$ cat src/hdl/dprh_pkg.sv
// shared constants and types for the double reconfiguration host sequencer
package dprh_pkg;

   // second-request delays after the first complete indication, in clocks
   localparam logic [3:0] DLY_PLAIN        = 4'h7;
   localparam logic [3:0] DLY_ENCRYPT      = 4'h6;
   localparam logic [3:0] DLY_COMPRESS     = 4'h2;
   // data starts this many clocks after accept
   localparam logic [3:0] DATA_LEAD        = 4'h4;
   // hold count at which the next compressed word loads; each word is held four clocks
   localparam logic [1:0] COMP_HOLD_LAST   = 2'h3;
   // lut memory block size and fill layout
   localparam int         LUT_BLOCK_BITS   = 640;
   localparam int         FILL_ADDR_W      = 10;
   localparam logic [9:0] FILL_LAST_DEF    = 10'h27F;
   localparam logic [3:0] RESET_HOLD       = 4'hF;
   localparam int         WORD_W           = 16;

   typedef enum logic [3:0] {
      ST_IDLE    = 4'b0000,
      ST_FILL    = 4'b0001,
      ST_REQ1    = 4'b0010,
      ST_LEAD1   = 4'b0011,
      ST_DATA1   = 4'b0100,
      ST_GAP     = 4'b0101,
      ST_REQ2    = 4'b0110,
      ST_LEAD2   = 4'b0111,
      ST_DATA2   = 4'b1000,
      ST_BRINGUP = 4'b1001,
      ST_RELEASE = 4'b1010
   } dprh_state_type;

   // link toward the device control block
   typedef struct packed {
      logic              request;
      logic [WORD_W-1:0] data_word;
   } dprh_to_dev_type;

   typedef struct packed {
      logic accept;
      logic complete;
   } dprh_from_dev_type;

   // start options
   typedef struct packed {
      logic compress;
      logic encrypt;
      logic double_cycle;
      logic lut_fill;
   } dprh_opts_type;

endpackage

$ cat src/hdl/dprh_word_reg.sv
// holding register for the data word presented to the device
`timescale 1ns/1ps
module dprh_word_reg
   import dprh_pkg::*;
(
   input  wire logic              core_clk,   // system clock
   input  wire logic              rst,        // async reset, high
   input  wire logic              load,       // capture new word
   input  wire logic [WORD_W-1:0] word_in,    // word from source
   output logic      [WORD_W-1:0] word_out    // registered word
);

   logic [WORD_W-1:0] word_r;
   logic [WORD_W-1:0] word_nxt;

   // next value: capture on load
   always_comb
   begin
      word_nxt = load ? word_in : word_r;
   end

   // register
   always_ff @(posedge core_clk or posedge rst)
   begin
      if (rst)
         word_r <= '0;
      else
         word_r <= word_nxt;
   end

   assign word_out = word_r;

endmodule

$ cat src/hdl/dprh_host.sv
// host sequencer driving single and double partial reconfiguration
// What this block does
// - plain double cycle: second request exactly seven clocks after first complete.
// - encryption only: second request exactly six clocks after first complete.
// - compression on: second request exactly two clocks after first complete.
// - uncompressed: data words start four clocks after accept, both cycles.
// - data is don't-care from first complete until four clocks after second accept.
// - keep supplying data words until the second complete.
// - after second complete drop request, then reset region to known state.
// - compressed: stop advancing bitstream when first complete asserts.
// - compressed: resume data immediately once second accept asserts.
// - masked-merge with initialised block RAM needs a double cycle.
// - masked-merge: write ones into every used lut memory bit first.
// - lut memory blocks are 640 bits; fill writes bits 0 to fill_last, whole block or part.
// - clock-enable clear from static side, frozen before entry.
// - release clock-enable clear only as the very last step.
// - masked-merge regions hold no lut rom or preloaded lut ram.
// - compressed words are each held exactly four clocks.
`timescale 1ns/1ps
module dprh_host
   import dprh_pkg::*;
(
   input  wire logic                   core_clk,      // 100 MHz clock
   input  wire logic                   rst,           // async reset, high
   input  wire logic                   start,         // begin a reconfiguration
   input  wire dprh_opts_type          opts,          // options, sampled at start
   input  wire logic [FILL_ADDR_W-1:0] fill_last,     // last lut bit address used
   input  wire logic [WORD_W-1:0]      src_word,      // bitstream word from source
   input  wire logic                   src_valid,     // source has a word
   output logic                        src_ready,     // word consumed this cycle
   input  wire dprh_from_dev_type      dev_in,        // accept and complete
   output dprh_to_dev_type             dev_out,       // request and data word
   output logic                        fill_we,       // lut fill write strobe
   output logic [FILL_ADDR_W-1:0]      fill_addr,     // lut fill bit address
   output logic                        fill_bit,      // lut fill data
   output logic                        ce_clear,      // region clock-enable clear
   output logic                        region_reset,  // region reset for bring-up
   output logic                        busy,          // sequence running
   output logic                        done           // one-cycle finish pulse
);

   dprh_state_type           state_r, state_nxt;
   dprh_opts_type            opts_r, opts_nxt;
   logic [3:0]               cnt_r, cnt_nxt;
   logic [1:0]               hold_r, hold_nxt;
   logic [FILL_ADDR_W-1:0]   addr_r, addr_nxt;
   logic                     req_r, req_nxt;
   logic                     clr_r, clr_nxt;
   logic                     rrst_r, rrst_nxt;
   logic                     done_r, done_nxt;
   logic                     load;
   logic                     streaming;
   logic [WORD_W-1:0]        word_q;

   // second-request delay from the options
   function automatic logic [3:0] gap_delay(input dprh_opts_type o);
      if (o.compress)
         gap_delay = DLY_COMPRESS;
      else if (o.encrypt)
         gap_delay = DLY_ENCRYPT;
      else
         gap_delay = DLY_PLAIN;
   endfunction

   // data phases where words advance
   assign streaming = (state_r == ST_DATA1) || (state_r == ST_DATA2);
   assign load = streaming && src_valid && !dev_in.complete &&
                 (!opts_r.compress || hold_r == COMP_HOLD_LAST);
   assign src_ready = load;

   dprh_word_reg u_word
   (
      .core_clk (core_clk),
      .rst      (rst),
      .load     (load),
      .word_in  (src_word),
      .word_out (word_q)
   );

   // sequencer next state
   always_comb
   begin
      state_nxt = state_r;
      opts_nxt  = opts_r;
      cnt_nxt   = cnt_r;
      addr_nxt  = addr_r;
      req_nxt   = req_r;
      clr_nxt   = clr_r;
      rrst_nxt  = rrst_r;
      done_nxt  = 1'b0;
      hold_nxt  = streaming ? hold_r + 2'h1 : 2'h0;
      if (load)
         hold_nxt = 2'h0;
      case (state_r)
         ST_IDLE:
         begin
            if (start)
            begin
               opts_nxt = opts;
               clr_nxt  = 1'b1;
               addr_nxt = '0;
               state_nxt = opts.lut_fill ? ST_FILL : ST_REQ1;
            end
         end
         ST_FILL:
         begin
            // fills bits 0 to fill_last, which need not end a block
            addr_nxt = addr_r + 1'b1;
            if (addr_r == fill_last)
               state_nxt = ST_REQ1;
         end
         ST_REQ1:
         begin
            req_nxt = 1'b1;
            if (dev_in.accept)
            begin
               // first compressed word taken at once
               hold_nxt  = COMP_HOLD_LAST;
               cnt_nxt   = 4'h1;
               state_nxt = opts_r.compress ? ST_DATA1 : ST_LEAD1;
            end
         end
         ST_LEAD1, ST_LEAD2:
         begin
            cnt_nxt = cnt_r + 4'h1;
            if (cnt_r == DATA_LEAD - 4'h1)
               state_nxt = (state_r == ST_LEAD1) ? ST_DATA1 : ST_DATA2;
         end
         ST_DATA1:
         begin
            if (dev_in.complete)
            begin
               if (opts_r.double_cycle)
               begin
                  req_nxt   = 1'b0;
                  cnt_nxt   = 4'h1;
                  state_nxt = ST_GAP;
               end
               else
               begin
                  req_nxt   = 1'b0;
                  cnt_nxt   = '0;
                  state_nxt = ST_BRINGUP;
               end
            end
         end
         ST_GAP:
         begin
            cnt_nxt = cnt_r + 4'h1;
            if (cnt_r == gap_delay(opts_r) - 4'h1)
            begin
               req_nxt   = 1'b1;
               state_nxt = ST_REQ2;
            end
         end
         ST_REQ2:
         begin
            if (dev_in.accept)
            begin
               cnt_nxt   = 4'h1;
               hold_nxt  = COMP_HOLD_LAST;
               state_nxt = opts_r.compress ? ST_DATA2 : ST_LEAD2;
            end
         end
         ST_DATA2:
         begin
            if (dev_in.complete)
            begin
               req_nxt   = 1'b0;
               cnt_nxt   = '0;
               state_nxt = ST_BRINGUP;
            end
         end
         ST_BRINGUP:
         begin
            rrst_nxt = 1'b1;
            cnt_nxt  = cnt_r + 4'h1;
            if (cnt_r == RESET_HOLD)
            begin
               rrst_nxt  = 1'b0;
               state_nxt = ST_RELEASE;
            end
         end
         ST_RELEASE:
         begin
            clr_nxt   = 1'b0;
            done_nxt  = 1'b1;
            state_nxt = ST_IDLE;
         end
         default:
         begin
            state_nxt = ST_IDLE;
            req_nxt   = 1'b0;
         end
      endcase
   end

   // sequencer registers
   always_ff @(posedge core_clk or posedge rst)
   begin
      if (rst)
      begin
         state_r <= ST_IDLE;
         opts_r  <= '0;
         cnt_r   <= '0;
         hold_r  <= '0;
         addr_r  <= '0;
         req_r   <= 1'b0;
         clr_r   <= 1'b0;
         rrst_r  <= 1'b0;
         done_r  <= 1'b0;
      end
      else
      begin
         state_r <= state_nxt;
         opts_r  <= opts_nxt;
         cnt_r   <= cnt_nxt;
         hold_r  <= hold_nxt;
         addr_r  <= addr_nxt;
         req_r   <= req_nxt;
         clr_r   <= clr_nxt;
         rrst_r  <= rrst_nxt;
         done_r  <= done_nxt;
      end
   end

   // data word is free during the gap, holds last word
   // regions carry no preloaded lut memory; nothing to drive here
   assign dev_out.request   = req_r;
   assign dev_out.data_word = word_q;
   assign fill_we      = (state_r == ST_FILL);
   assign fill_addr    = addr_r;
   assign fill_bit     = 1'b1;
   assign ce_clear     = clr_r;
   assign region_reset = rrst_r;
   assign busy         = (state_r != ST_IDLE);
   assign done         = done_r;

endmodule

$ cat config.mk
export PLATFORM = sky130hd
export DESIGN_NAME = dprh_host
export DESIGN_NICKNAME = d
export VERILOG_FILES = /design/src/hdl/dprh_pkg.sv /design/src/hdl/dprh_word_reg.sv /design/src/hdl/dprh_host.sv
export SDC_FILE = /design/constraint.sdc
export NUM_CORES = 1
export LEC_CHECK = 0
export ABC_AREA = 1
export BUFFER_PORTS_ARGS = -buffer_cell sky130_fd_sc_hd__buf_2
export CORE_UTILIZATION = 40
export DETAILED_ROUTE_END_ITERATION = 10
export GPL_TIMING_DRIVEN = 0
export REMOVE_ABC_BUFFERS = 1
export SLEW_MARGIN = 20
export SYNTH_ARGS = -nofsm -noshare
export SYNTH_HDL_FRONTEND = slang
export SYNTH_SLANG_ARGS = --single-unit
$ cat constraint.sdc
create_clock -name core_clk -period 4.2 [get_ports core_clk]
set_clock_uncertainty 0.1 [all_clocks]
set_input_delay 0.63 -clock core_clk [delete_from_list [all_inputs] [get_ports core_clk]]
set_output_delay 0.63 -clock core_clk [all_outputs]
set_load 0.01 [all_outputs]
==> impl_summary.log <==
INFO  metric power.total = 1.85 mW
INFO  metric crit_slowest_cell = sky130_fd_sc_hd__or2_1
INFO  metric design.final.nets = 432
INFO  metric dr.pass1.iters = 4
INFO  metric required = roughly 3.5 ns
INFO  metric commonest_cells_after_routing_fill_and_taps_aside = 124 x sky130_fd_sc_hd__nand2_1, 68 x sky130_fd_sc_hd__buf_2, 43 x sky130_fd_sc_hd__dfrtp_1, 36 x sky130_fd_sc_hd__inv_1, 29 x sky130_fd_sc_hd__nor2_1
INFO  metric totalNegativeSetupSlack = 0 ns
INFO  metric worstSetupEndpointType = primary output
INFO  metric timing.critical_path.cells = nor2_4, nand2_1, nand2_2, nand2_2, or2_1, clkinv_4, buf_2
INFO  metric die_h = ~79 µm
INFO  metric clock_tree.buffer_depth = 2
INFO  metric fill_cells = 580
INFO  metric overflow = 0
INFO  metric fraction_of_layout_instances_using_a_drive_strength_above_1 = roughly 23%
INFO  metric total_via_count_in_the_routed_design = 2164
INFO  metric finalMaxSlewViolations = 0
INFO  metric critical_path_class = flop to primary output
INFO  metric tritoncts = done
INFO  metric globalRouteTotalUtil = between 10% and 20%
INFO  metric number_of_drc_markers_after_the_initial_detailed_route_iteration = ~180
INFO  metric cts.clk_slew.worst_paths = 0.09 ns
INFO  metric std_cell_rows = 27
INFO  metric slew_headroom = a little over 50%
INFO  metric synth_warnings = 0
INFO  metric detail_route.drc_violations = 0
INFO  metric hold_buffers = 0
INFO  metric power_density = roughly 640 nW/µm²
INFO  metric die-width = approximately 79 µm
INFO  metric p_leak = between 1.5 and 2 nW
INFO  metric initial_core_utilization = a little over two fifths
INFO  metric stdcell_count = between 400 and 500
INFO  metric post-route-min-period = a little over 3 ns
INFO  metric htree_levels = 2
INFO  metric setup.worst_path.start_class = flop
INFO  metric cts_setup_buffers = 0
INFO  metric area_overhead_of_the_layout_relative_to_synthesis = 21.3%
INFO  metric numPortBuffers = 68
INFO  metric initial_antenna_violation_count = 0
INFO  metric clk_root_buffer_cell = sky130_fd_sc_hd__clkbuf_8
INFO  metric final-setup-viol-count = 0
INFO  metric worst-slew-pin-transition = 0.731 ns
INFO  metric die_area = ~6200 µm²
INFO  metric hp-class = input port to asynchronous set/reset pin
INFO  metric boundaryPins = 70
INFO  metric cts_sinks = 43
INFO  metric via_count_of_the_first_global_routing_pass = 2055
INFO  metric cts-resized-gates = 0
INFO  metric vdd.ir_drop.worst = about 270 µV
INFO  metric timing.final.hold_violations = 0
INFO  metric global_route_wire_length_before_repair = just over 9000 µm
INFO  metric worstSkewPairLatency = around 0.31 ns
INFO  metric final_common_cell = sky130_fd_sc_hd__nand2_1
INFO  metric outcome = complete, no violations
INFO  metric finalWirelength = 5280 µm
INFO  metric antenna_left = 0
INFO  metric timing.final.crit_share = between 70% and 80%
INFO  metric synth_sequential_area_ratio = between 40% and 50%
INFO  metric unrepaired_setup_endpoints_after_global_routing = no
INFO  metric synth.ff_latch_count = 43
INFO  metric tritoncts.num_buffers = 5
INFO  metric mapped_area = ~2400 µm²
INFO  metric place_hpwl = 4000 µm
INFO  metric critPathMostFrequentCell = sky130_fd_sc_hd__nand2_2
INFO  metric antenna_cells_inserted = 0
INFO  metric dp_cells = roughly 460
INFO  metric timing.max_cap.violations = 0
INFO  metric arrival_time_of_data_at_the_critical_path_endpoint = around 2.3 ns
INFO  metric maxClockFrequency = 327 MHz
INFO  metric synthesized_instance_count = 323
INFO  metric largest_net_degree_at_the_start_of_global_routing = 25
INFO  metric ys_types = 27
INFO  metric timing.critical_path.fanout_max = 19
INFO  metric hold-worst-slack = 0.213 ns
INFO  metric detail_route.wl_per_cell = between 10 and 15 µm
INFO  metric final_util = 51.3%
INFO  metric synth_area_per_cell = between 7 and 8 µm²
INFO  metric core = between 5000 and 6000 µm²
INFO  metric critPathMaxStageDelay = around 0.58 ns
INFO  metric detail_route.vias_per_cell = approximately 4.6
INFO  metric globalplace.congestion = 0.892
## logic make-up (layout without fill, tap and decap cells)
| group | count (synthesis) | count (layout) | synth area share, % |
|---|---|---|---|
| AO/OA/AOI/OAI | 38 | 38 | 9.07 |
| buffers and inverters | 47 | 118 | 9.28 |
| other | 1 | 1 | 0.158 |
| XOR/XNOR | 7 | 7 | 2.58 |
| AND/OR/NAND/NOR | 184 | 184 | 32.0 |
| adder cells (fa/ha/maj) | 3 | 3 | 1.58 |
| flip-flops | 43 | 43 | 45.3 |
## through the flow
stage               cell area (µm²)  setup slack, ns
floorplan                      2310             2.06
detailed placement             2760             1.45
global placement               2740             1.42
finish                         2880             1.15
CTS                            2880             1.11
global route                   2880            0.962
## synth_stat cells
library cell	count	area share, %
sky130_fd_sc_hd__nand2_1	124	20
sky130_fd_sc_hd__dfrtp_1	43	45
sky130_fd_sc_hd__inv_1	37	5.9
sky130_fd_sc_hd__nor2_1	29	4.6
sky130_fd_sc_hd__o21ai_0	21	4.4
sky130_fd_sc_hd__nand3_1	17	3.6
sky130_fd_sc_hd__a21oi_1	6	1.3
sky130_fd_sc_hd__nand2_2	5	1.3
sky130_fd_sc_hd__buf_4	4	1.3
sky130_fd_sc_hd__o211ai_1	4	1.3
sky130_fd_sc_hd__xnor2_1	4	1.5
sky130_fd_sc_hd__ha_1	3	1.6
sky130_fd_sc_hd__inv_2	3	0.47
sky130_fd_sc_hd__nor2_4	3	1.4
sky130_fd_sc_hd__o22ai_1	3	0.79
sky130_fd_sc_hd__xor2_1	3	1.1
sky130_fd_sc_hd__nand4_1	2	0.53
sky130_fd_sc_hd__nor3_1	2	0.42
sky130_fd_sc_hd__o31ai_1	2	0.63
sky130_fd_sc_hd__buf_12	1	0.84
sky130_fd_sc_hd__buf_6	1	0.47
sky130_fd_sc_hd__clkinv_4	1	0.37
sky130_fd_sc_hd__conb_1	1	0.16
sky130_fd_sc_hd__nor2_2	1	0.26
sky130_fd_sc_hd__o21a_1	1	0.32
sky130_fd_sc_hd__o221ai_1	1	0.37
sky130_fd_sc_hd__or2_1	1	0.26
## layout make-up
type / count / area (µm²) / area share, %
multi-input combinational: 233 / 1080 / 37.4
sequential: 43 / 1080 / 37.4
timing repair buffer: 69 / 360 / 12.5
inverter: 41 / 159 / 5.52
tap: 72 / 90.1 / 3.13
clock buffer: 5 / 68.8 / 2.39
clock inverter: 3 / 47.5 / 1.65
## routing by layer
metal  track usage [%]  routed length (µm)  up-vias
li1                  -                   -     1147
met1              24.5                2520      959
met2              31.0                2470       51
met3              4.02                 229        7
met4              5.64                  57        0
met5                 0                   0        -
## path summary, 6_finish.rpt
kind                                     start                  end  slack [ns]  cells after the start
min                                        rst         fill_addr[1]        0.21                      2
min reg2reg                u_word.word_out[12]  u_word.word_out[12]        0.38                      2
max in group asynchronous                  rst           state_r[0]        3.31                      3
max                                 state_r[1]            src_ready        1.15                      7
max reg2reg                         state_r[1]  u_word.word_out[10]        2.02                      8
min in group core_clk      u_word.word_out[12]  u_word.word_out[12]        0.38                      2
## where the power goes
part / leakage (nW) / internal [mW] / switching [mW] / total [mW]
Combinational: 1.04 / 0.302 / 0.514 / 0.816
Sequential: 0.562 / 0.566 / 0.129 / 0.695
Clock: 0.0587 / 0.180 / 0.159 / 0.340
Total: 1.66 / 1.05 / 0.802 / 1.85
## worst max-delay path: cells and delay by family (launching register included)
kind,cells,cell delay (ns)
buf+inv,2,0.52
simple gates,5,0.94
flops,1,0.55
## registers in the layout, indices dropped and copies added, names as in the netlist
signal / cells
opts_r: 3
cnt_r: 4
hold_r: 2
state_r: 4
req_r: 1
fill_addr: 10
u_word.word_out: 16
done: 1
region_reset: 1
ce_clear: 1
Note: power is estimated with default switching activity, not from simulation.
